==> config.mk <==
export PLATFORM = sky130hd
export DESIGN_NAME = lsc_sync_ctrl
export DESIGN_NICKNAME = d
export VERILOG_FILES = /design/src/hdl/lsc_pkg.sv /design/src/hdl/lsc_sync_ctrl.sv /design/src/hdl/lsc_rbd_delay.sv
export VERILOG_INCLUDE_DIRS = /design/src /design/src/hdl
export SDC_FILE = /design/constraint.sdc
export NUM_CORES = 1
export LEC_CHECK = 0
export ABC_AREA = 1
export BUFFER_PORTS_ARGS = -buffer_cell sky130_fd_sc_hd__buf_2
export CAP_MARGIN = 15
export CORE_MARGIN = 2
export CORE_UTILIZATION = 45
export CTS_CLUSTER_DIAMETER = 100
export DETAILED_ROUTE_END_ITERATION = 7
export HOLD_SLACK_MARGIN = 0.03
export PLACE_DENSITY_LB_ADDON = 0.25
export SYNTH_ARGS = -nofsm -noshare
export SYNTH_HDL_FRONTEND = slang
export SYNTH_SLANG_ARGS = --single-unit
export TNS_END_PERCENT = 1
==> constraint.sdc <==
create_clock -name sys_clk -period 2.15 [get_ports sys_clk]
set_clock_uncertainty 0.2 [all_clocks]
set_input_delay 0.1075 -clock sys_clk [delete_from_list [all_inputs] [get_ports sys_clk]]
set_output_delay 0.1075 -clock sys_clk [all_outputs]
set_load 0.05 [all_outputs]
==> src/hdl/lsc_defines.svh <==
// Purpose: register offsets, field positions, reset values and counts for the lmfc sync block
// Assumes: 12-bit register addresses, 8-bit register data
// Notes:   included by bare name
`ifndef LSC_DEFINES_SVH
`define LSC_DEFINES_SVH

`define LSC_OFF_STATUS_LOW      12'h034
`define LSC_OFF_STATUS_HIGH     12'h035
`define LSC_OFF_PULSE_COUNT     12'h036
`define LSC_OFF_PHASE_LOW       12'h037
`define LSC_OFF_PHASE_HIGH      12'h038
`define LSC_OFF_WINDOW_CFG      12'h039
`define LSC_OFF_MODE_CFG        12'h03a
`define LSC_OFF_IRQ_STATUS      12'h03b
`define LSC_OFF_LINK_CTRL       12'h300
`define LSC_OFF_LATENCY         12'h302
`define LSC_OFF_DELAY_CFG       12'h304
`define LSC_OFF_VARIATION_CFG   12'h306
`define LSC_OFF_SUBCLASS_CFG    12'h458

`define LSC_MODE_MONITOR        2'h0
`define LSC_MODE_CONTINUOUS     2'h1
`define LSC_MODE_ONE_SHOT       2'h2
`define LSC_WINDOW_MASK         6'h3c
`define LSC_SUBCLASS_LSB        5
`define LSC_SUBCLASS_0          3'h0
`define LSC_SUBCLASS_1          3'h1

`define LSC_RST_WINDOW          6'h04
`define LSC_RST_MODE            2'h0
`define LSC_RST_SUBCLASS        3'h1
`define LSC_RST_DELAY           8'h00
`define LSC_RST_VARIATION       4'h0

`define LSC_DIV_RATIO           4
`define LSC_RBD_MAX             4'ha
`define LSC_SC0_REPEAT_DAC      32
`define LSC_SC1_ALIGN_DAC       4

`endif

==> src/hdl/lsc_pkg.sv <==
// Purpose: shared types of the lmfc sync block
// Assumes: nothing beyond the defines header
// Notes:   constants live in lsc_defines.svh
package lsc_pkg;

	typedef enum logic [1:0] {
		ST_MONITOR,
		ST_ARMED,
		ST_CONTINUOUS
	} lsc_sync_state_e;

	typedef logic [7:0] lsc_byte_t;

endpackage : lsc_pkg

==> src/hdl/lsc_sync_ctrl.sv <==
// Purpose: multiframe clock alignment, sysref monitoring and link latency control
// Assumes: sys_clk is the dac clock; sysref and data_start are synchronous to it
// Notes:   processing clock and sysref sampling use the divide-by-4 enable
`timescale 1ns/100ps
`default_nettype none
`include "lsc_defines.svh"

module lsc_sync_ctrl #(
	parameter int PCLKS_PER_MF = 16
) (
	input  wire logic       sys_clk,
	input  wire logic       sys_rst,
	input  wire logic       sysref,
	input  wire logic       data_start,
	input  wire logic       reg_wr,
	input  wire logic       reg_rd,
	input  wire logic [11:0] reg_addr,
	input  wire logic [7:0] reg_wdata,
	output logic [7:0]      reg_rdata,
	output logic            pclk_en,
	output logic            local_multiframe_clock,
	output logic            lane_read_start,
	output logic            link_enable,
	output logic            ref_phase_error_irq
);
	localparam int CW = $clog2(PCLKS_PER_MF);
	localparam int EW = CW + 2;

	initial begin
		if (PCLKS_PER_MF < 2 || PCLKS_PER_MF > 1024 || (1 << CW) != PCLKS_PER_MF)
			$error("lsc_sync_ctrl: PCLKS_PER_MF must be a power of two from 2 to 1024");
	end

	lsc_pkg::lsc_sync_state_e state;
	logic [1:0]    div_cnt;
	logic          sysref_d;
	logic          rise_pending;
	logic [1:0]    rise_phase;
	logic [CW-1:0] lmfc_cnt;
	logic [CW-1:0] ref_cnt;
	logic [5:0]    ref_phase_tolerance;
	logic [1:0]    alignment_mode_select;
	logic [2:0]    subclass;
	logic [7:0]    multiframe_delay_value;
	logic [3:0]    latency_variation_value;
	logic [7:0]    ref_pulse_counter;
	logic [7:0]    count_capture;
	logic [11:0]   last_error;
	logic [11:0]   alignment_status_capture;
	logic [11:0]   ref_sample_phase;
	logic [7:0]    latency_cnt;
	logic [7:0]    link_latency;
	logic          rbd_fire;

	logic          raw_rise;
	logic          align_ev;
	logic          do_align;
	logic [EW-1:0] err_pos;
	logic [EW-1:0] err_dist;
	logic          err_outside;
	logic [CW-1:0] delay_mod;
	logic          wr_status;
	logic          wr_count;
	logic          wr_mode;
	logic          wr_irq;

	assign wr_status = reg_wr && reg_addr == `LSC_OFF_STATUS_LOW;
	assign wr_count  = reg_wr && reg_addr == `LSC_OFF_PULSE_COUNT;
	assign wr_mode   = reg_wr && reg_addr == `LSC_OFF_MODE_CFG;
	assign wr_irq    = reg_wr && reg_addr == `LSC_OFF_IRQ_STATUS;

	// divide-by-4 enable, which is also the processing clock rate
	always_ff @(posedge sys_clk) begin
		if (sys_rst) div_cnt <= 2'h0;
		else         div_cnt <= div_cnt + 2'h1;
	end
	assign pclk_en = div_cnt == 2'(`LSC_DIV_RATIO - 1);

	// sysref edge is held until the next divided sample point
	assign raw_rise = sysref && !sysref_d;
	always_ff @(posedge sys_clk) begin
		if (sys_rst) begin
			sysref_d     <= 1'b0;
			rise_pending <= 1'b0;
			rise_phase   <= 2'h0;
		end else begin
			sysref_d <= sysref;
			if (raw_rise) rise_phase <= div_cnt;
			rise_pending <= (rise_pending || raw_rise) && !pclk_en;
		end
	end

	// free-running internal reference stands in for sysref in subclass 0
	always_ff @(posedge sys_clk) begin
		if (sys_rst)      ref_cnt <= '0;
		else if (pclk_en) ref_cnt <= ref_cnt + CW'(1);
	end

	always_comb begin
		if (subclass == `LSC_SUBCLASS_0)
			align_ev = pclk_en && ref_cnt == '0;
		else
			align_ev = pclk_en && (rise_pending || raw_rise);
	end

	// phase error in dac clocks, at div-4 granularity
	assign err_pos  = {lmfc_cnt, 2'b00};
	assign err_dist = (err_pos > EW'(PCLKS_PER_MF * 2)) ? EW'(PCLKS_PER_MF * 4) - err_pos : err_pos;
	assign err_outside = err_dist > EW'(ref_phase_tolerance & `LSC_WINDOW_MASK);

	assign do_align = align_ev && (state == lsc_pkg::ST_ARMED || state == lsc_pkg::ST_CONTINUOUS);

	// sync mode state machine
	always_ff @(posedge sys_clk) begin
		if (sys_rst) begin
			state <= lsc_pkg::ST_MONITOR;
		end else if (wr_mode) begin
			case (reg_wdata[1:0])
				`LSC_MODE_ONE_SHOT:   state <= lsc_pkg::ST_ARMED;
				`LSC_MODE_CONTINUOUS: state <= lsc_pkg::ST_CONTINUOUS;
				default:              state <= lsc_pkg::ST_MONITOR;
			endcase
		end else begin
			case (state)
				lsc_pkg::ST_ARMED:      if (align_ev) state <= lsc_pkg::ST_MONITOR;
				lsc_pkg::ST_CONTINUOUS: state <= lsc_pkg::ST_CONTINUOUS;
				lsc_pkg::ST_MONITOR:    state <= lsc_pkg::ST_MONITOR;
				default:                state <= lsc_pkg::ST_MONITOR;
			endcase
		end
	end

	// sysref-aligned multiframe counter; edge lands on count zero
	always_ff @(posedge sys_clk) begin
		if (sys_rst)
			lmfc_cnt <= '0;
		else if (do_align)
			lmfc_cnt <= CW'(1);
		else if (pclk_en)
			lmfc_cnt <= lmfc_cnt + CW'(1);
	end

	// error snapshot, sampling phase and sticky jitter flag
	always_ff @(posedge sys_clk) begin
		if (sys_rst) begin
			last_error       <= 12'h000;
			ref_sample_phase <= 12'h000;
		end else if (align_ev) begin
			last_error       <= 12'(err_pos);
			ref_sample_phase <= 12'((12'h020 << (raw_rise ? div_cnt : rise_phase)) - 12'h010);
		end
	end

	// a new event beats a clear in the same cycle
	always_ff @(posedge sys_clk) begin
		if (sys_rst)
			ref_phase_error_irq <= 1'b0;
		else if (align_ev && err_outside)
			ref_phase_error_irq <= 1'b1;
		else if (wr_irq && reg_wdata[0])
			ref_phase_error_irq <= 1'b0;
	end

	// pulse counter: increment beats a clearing write, leaving one
	always_ff @(posedge sys_clk) begin
		if (sys_rst)
			ref_pulse_counter <= 8'h00;
		else if (wr_count)
			ref_pulse_counter <= (align_ev && subclass != `LSC_SUBCLASS_0) ? 8'h01 : 8'h00;
		else if (align_ev && subclass != `LSC_SUBCLASS_0 && ref_pulse_counter != 8'hff)
			ref_pulse_counter <= ref_pulse_counter + 8'h01;
	end

	// status capture for readback
	always_ff @(posedge sys_clk) begin
		if (sys_rst) begin
			alignment_status_capture <= 12'h000;
			count_capture            <= 8'h00;
		end else if (wr_status) begin
			alignment_status_capture <= last_error;
			count_capture            <= ref_pulse_counter;
		end
	end

	// configuration registers
	always_ff @(posedge sys_clk) begin
		if (sys_rst) begin
			ref_phase_tolerance     <= `LSC_RST_WINDOW;
			alignment_mode_select   <= `LSC_RST_MODE;
			subclass                <= `LSC_RST_SUBCLASS;
			multiframe_delay_value  <= `LSC_RST_DELAY;
			latency_variation_value <= `LSC_RST_VARIATION;
			link_enable             <= 1'b0;
		end else if (reg_wr) begin
			case (reg_addr)
				`LSC_OFF_WINDOW_CFG:    ref_phase_tolerance <= reg_wdata[5:0];
				`LSC_OFF_MODE_CFG:      alignment_mode_select <= reg_wdata[1:0];
				`LSC_OFF_LINK_CTRL:     link_enable <= reg_wdata[0];
				`LSC_OFF_DELAY_CFG:     multiframe_delay_value <= reg_wdata;
				`LSC_OFF_VARIATION_CFG: begin
					// values above the buffer depth saturate
					if (reg_wdata > 8'(`LSC_RBD_MAX)) latency_variation_value <= `LSC_RBD_MAX;
					else                              latency_variation_value <= reg_wdata[3:0];
				end
				`LSC_OFF_SUBCLASS_CFG: begin
					// subclass 2 and above are refused, old value kept
					if (reg_wdata[7:`LSC_SUBCLASS_LSB] <= `LSC_SUBCLASS_1)
						subclass <= reg_wdata[7:`LSC_SUBCLASS_LSB];
				end
				default: ;
			endcase
		end
	end

	// local multiframe clock: delayed copy of the aligned counter
	assign delay_mod = CW'(multiframe_delay_value); // power-of-two period: truncation is the modulo
	assign local_multiframe_clock = pclk_en && lmfc_cnt == delay_mod;

	// dynamic latency from local boundary to first data
	always_ff @(posedge sys_clk) begin
		if (sys_rst) begin
			latency_cnt  <= 8'h00;
			link_latency <= 8'h00;
		end else begin
			if (local_multiframe_clock)
				latency_cnt <= 8'h00;
			else if (pclk_en && latency_cnt != 8'hff)
				latency_cnt <= latency_cnt + 8'h01;
			if (data_start && link_enable)
				link_latency <= latency_cnt;
		end
	end

	// one release shared by all lanes keeps them in one period
	lsc_rbd_delay #(
		.DW (4)
	) u_rbd (
		.sys_clk (sys_clk),
		.sys_rst (sys_rst),
		.tick    (pclk_en),
		.start   (local_multiframe_clock),
		.delay   (latency_variation_value),
		.fire    (rbd_fire)
	);
	assign lane_read_start = rbd_fire && link_enable;

	// register read port, answer one cycle after reg_rd
	always_ff @(posedge sys_clk) begin
		if (sys_rst) begin
			reg_rdata <= 8'h00;
		end else if (reg_rd) begin
			case (reg_addr)
				`LSC_OFF_STATUS_LOW:    reg_rdata <= alignment_status_capture[7:0];
				`LSC_OFF_STATUS_HIGH:   reg_rdata <= {4'h0, alignment_status_capture[11:8]};
				`LSC_OFF_PULSE_COUNT:   reg_rdata <= count_capture;
				`LSC_OFF_PHASE_LOW:     reg_rdata <= ref_sample_phase[7:0];
				`LSC_OFF_PHASE_HIGH:    reg_rdata <= {4'h0, ref_sample_phase[11:8]};
				`LSC_OFF_WINDOW_CFG:    reg_rdata <= {2'h0, ref_phase_tolerance};
				`LSC_OFF_MODE_CFG:      reg_rdata <= {6'h00, alignment_mode_select};
				`LSC_OFF_IRQ_STATUS:    reg_rdata <= {7'h00, ref_phase_error_irq};
				`LSC_OFF_LINK_CTRL:     reg_rdata <= {7'h00, link_enable};
				`LSC_OFF_LATENCY:       reg_rdata <= link_latency;
				`LSC_OFF_DELAY_CFG:     reg_rdata <= multiframe_delay_value;
				`LSC_OFF_VARIATION_CFG: reg_rdata <= {4'h0, latency_variation_value};
				`LSC_OFF_SUBCLASS_CFG:  reg_rdata <= {subclass, 5'h00};
				default:                reg_rdata <= 8'h00;
			endcase
		end
	end
endmodule : lsc_sync_ctrl
`default_nettype wire

==> src/hdl/lsc_rbd_delay.sv <==
// Purpose: receive buffer delay, holds a start pulse back by a programmed number of pclk ticks
// Assumes: tick is a one-cycle processing clock enable
// Notes:   a zero delay fires one sys_clk after the start
`timescale 1ns/100ps
`default_nettype none
module lsc_rbd_delay #(
	parameter int DW = 4
) (
	input  wire logic          sys_clk,
	input  wire logic          sys_rst,
	input  wire logic          tick,
	input  wire logic          start,
	input  wire logic [DW-1:0] delay,
	output logic               fire
);
	logic [DW-1:0] remain;
	logic          busy;

	initial begin
		if (DW < 1 || DW > 8) $error("lsc_rbd_delay: DW out of range");
	end

	// a new start restarts the wait, so one read per local multiframe period
	always_ff @(posedge sys_clk) begin
		if (sys_rst) begin
			remain <= '0;
			busy   <= 1'b0;
			fire   <= 1'b0;
		end else begin
			fire <= 1'b0;
			if (start && tick) begin
				if (delay == '0) begin
					fire <= 1'b1;
					busy <= 1'b0;
				end else begin
					remain <= delay;
					busy   <= 1'b1;
				end
			end else if (busy && tick) begin
				if (remain == DW'(1)) begin
					fire <= 1'b1;
					busy <= 1'b0;
				end
				remain <= remain - DW'(1);
			end
		end
	end

endmodule : lsc_rbd_delay
`default_nettype wire

==> summary.txt <==
Status -> finished clean
Initial antenna violation count -> 0
Synth Warn # -> 0
Hold path start -> reg_addr[0]
Worst hold path stage count -> 6
Port buffer count -> 38
Pwr per Cell Area -> 589 mW/mm²
Number of cells on the worst reg-to-reg path -> 11
Die Area -> 0.0121 mm²
Capture point of the worst reg-to-reg path -> ref_phase_error_irq
Inserted Diodes -> 0
Top cell type by total area after synthesis -> dfxtp_1
Clock-pin slew on the worst setup and hold paths -> 0.10 ns
Post-synthesis cell area -> 0.00505 mm²
CP max stage cell -> dlygate4sd3_1
Share of the synthesized area in the top cell type -> 40.1%
Clk pwr share -> 37.7%
Fraction of layout cells with a size suffix above 1 -> 12.6%
Iter 0 DRT Violations -> 353
Worst skew pair latency -> 0.38 ns
Net Switching -> 883 µW
Tightest Hold Check Type -> in2reg
Hpwl dp -> 9550 µm
Placed Instances -> 891
Syn Area/Cell -> 6.96 µm²
Fin area -> 0.00591 mm²
Area Overhead vs Synth -> 17.0%
RSZ-0062 raised after global routing -> true
1st-pass router iterations -> 7
CTS max path bufs -> 2
Die height -> 110 µm
Cells after synthesis -> 725
DIE WIDTH -> 110 µm
Cell variety after synth -> 39
WP data arrival -> 2.19 ns
Finished Layout Cells -> 933
Max_cap viols -> 0
Synth Register Bits -> 101
Core area -> 0.0109 mm²
Min Tclk post-route -> 2.08 ns
Crit-path max FO -> 6
Startpoint Class -> primary input
First-pass GRT wire length -> 21,200 µm
Via count -> 4,893
Syn_nets -> 766
CTS tree -> done
Final nets -> 829
Root Buffer -> clkbuf_8
Power share of the combinational group -> 7.7%
Final Max Tran Viols -> 0
Static leakage -> 0.00245 µW
Hold worst-path end -> link_enable
Largest stage delay, worst path -> 0.65 ns
Actual slew at the worst max-slew pin -> 0.462 ns
Async set-reset flop share out of synthesis -> 0%
Rel. slew slack -> 69.2%
WL per Instance -> 14.0 µm
Final setup fails -> 0
Largest net degree at the start of global routing -> 40
Hold Vio Cnt, Final -> 0
Crit share post-route -> 96.7%
Maximum clock rate -> 481 MHz
Crit end category -> flop
Hold slack -> 0.0594 ns
Int Power -> 2600 µW
CP required -> 2.26 ns
Initial core utilization -> 46.4%
Switching Share -> 25.4%
Peak VDD IR -> 0.467 mV
Num ports -> 39
Placed instance area -> 0.00540 mm²
# rows -> 38
Vias in the first global route -> 4,429
Total GRT Usage -> 23.0%
Post-synth EDFFs -> 0
Reg2Reg Setup Slack -> 0.10 ns
H-tree levels -> 3
Post-synthesis sequential area ratio -> 40.1%
Kind of critical path -> in2reg
Grt ovf -> 0
Top cell by count, worst path -> dlygate4sd3_1
Drt drc -> 0
Most frequent cell after synthesis -> nand2_1
Synth area leaders -> dfxtp_1, nand2_1, inv_1
TritonCTS buffer count -> 9
DR vias/cell -> 5.24
CP cell instances -> buf_2 > inv_1 > nand2_1 > nor2_2 > dlygate4sd3_1 > nand4_1 > dlygate4sd3_1 > a21oi_1
CTS sink count -> 101
Post-route ant nets -> 0
Final WL -> 13,100 µm
Gpl congestion -> 0.919
RR Startpoint -> lmfc_cnt[0]
Flop pwr share -> 54.6%
Prevailing post-synth register cell -> dfxtp_1
Total power -> 3480 µW
Commonest cells in the netlist -> nand2_1, dfxtp_1, inv_1, nor2_1, a21oi_1
[routing by layer]
metal / track usage (%) / wire length, µm / up-vias
li1: - / - / 2485
met1: 29.7 / 6070 / 2255
met2: 36.9 / 5900 / 134
met3: 6.46 / 789 / 19
met4: 7.78 / 301 / 0
met5: 0 / 0 / -
[cell families (layout without fill, tap and decap cells)]
family	after synthesis	after routing	synth area share, %
and+or+nand+nor	323	323	28.6
AOI/OAI and AO/OA	149	149	15.8
buffers and inverters	123	191	9.42
DFF	101	101	40.1
adders and majority gates	15	15	3.72
xor gates and xnor gates	12	12	2.08
muxes	2	2	0.397
[area by class of cell]
class / count / area, µm²
Fill cell: 1074 / 4980
Multi-Input combinational cell: 501 / 2580
Sequential cell: 101 / 2020
Timing Repair Buffer: 73 / 520
Inverter: 102 / 387
Tap cell: 140 / 175
Clock buffer: 11 / 151
Clock inverter: 5 / 65.1
[stage by stage]
| step | setup slack, ns | TNS (ns) | utilization [%] |
|---|---|---|---|
| 2_1_floorplan | 0.0818 | 0 | - |
| 3_3_place_gp | 0.110 | 0 | 49.6 |
| 3_5_place_dp | -0.0114 | -0.0114 | 49.6 |
| 4_1_cts | 0.00383 | 0 | 54.0 |
| 5_1_grt | -0.0739 | -0.0739 | 54.3 |
| 6_report | 0.0703 | 0 | 54.3 |
[worst max-delay path by stage]
stage                            from  slack (ns)                    endpoint
after global placement    lmfc_cnt[1]        0.11         ref_phase_error_irq
after floorplan            div_cnt[0]        0.08             u_rbd.remain[1]
final                     reg_addr[3]        0.07  latency_variation_value[0]
after CTS                 lmfc_cnt[1]       0.004         ref_phase_error_irq
after global routing      lmfc_cnt[0]       -0.07         ref_phase_error_irq
after detailed placement  lmfc_cnt[1]       -0.01         ref_phase_error_irq
[state kept, by name (all words and copies together), names as in the netlist, 3 cells and up]
name and cells:
lmfc_cnt 4, ref_sample_phase 6, ref_pulse_counter 8, multiframe_delay_value 8
latency_variation_value 4, last_error 4, latency_cnt 8, ref_phase_tolerance 6
u_rbd.remain 4, link_latency 8, subclass 3, ref_cnt 4
alignment_status_capture 4, count_capture 8, reg_rdata 8
[worst max-delay path, delay by kind of cell]
kind                   cells  cell delay [ns]
and+or+nand+nor            3             0.52
AOI/OAI and AO/OA          1             0.12
buffers and inverters      4             1.44
[cells in the final DEF, fill, tap and decap left out, types with 2 or more instances in the layout]
cell type        n
xnor2_1          5
nor3_1           9
a21oi_1         67
a31oi_1          3
buf_4           12
ha_1            13
xor2_1           7
o21a_1           2
nor2_1          90
clkinvlp_4       3
nor2_4           4
dfxtp_1         99
nor2_2          14
inv_1           96
mux2i_1          2
nand3_1         66
nand4_1         13
buf_2           36
o31ai_1          2
dfxtp_2          2
a211oi_1         7
inv_2            3
nand2_2          3
dlygate4sd3_1   25
clkbuf_8        11
clkinv_1         2
o21ai_0         61
nand2_1        115
[repair_timing]
item | CTS | global route
hold buffers | 24 | 2
pin swaps | 0 | 2
endpoints found under the setup margin | 2 | 3
hold endpoints to repair | 42 | 1
buffers inserted | 0 | 1
resized for setup | 3 | 9
[power groups by stage]
| stage | Clock [µW] | Combinational [µW] | Sequential, µW |
|---|---|---|---|
| final | 1310 | 267 | 1900 |
| after global routing | 1410 | 299 | 1900 |
| after CTS | 1350 | 263 | 1900 |
| after detailed placement | 0 | 241 | 1940 |
| after global placement | 0 | 235 | 1940 |
| after floorplan | 0 | 155 | 1940 |
Power figures use the tool's default switching activity.
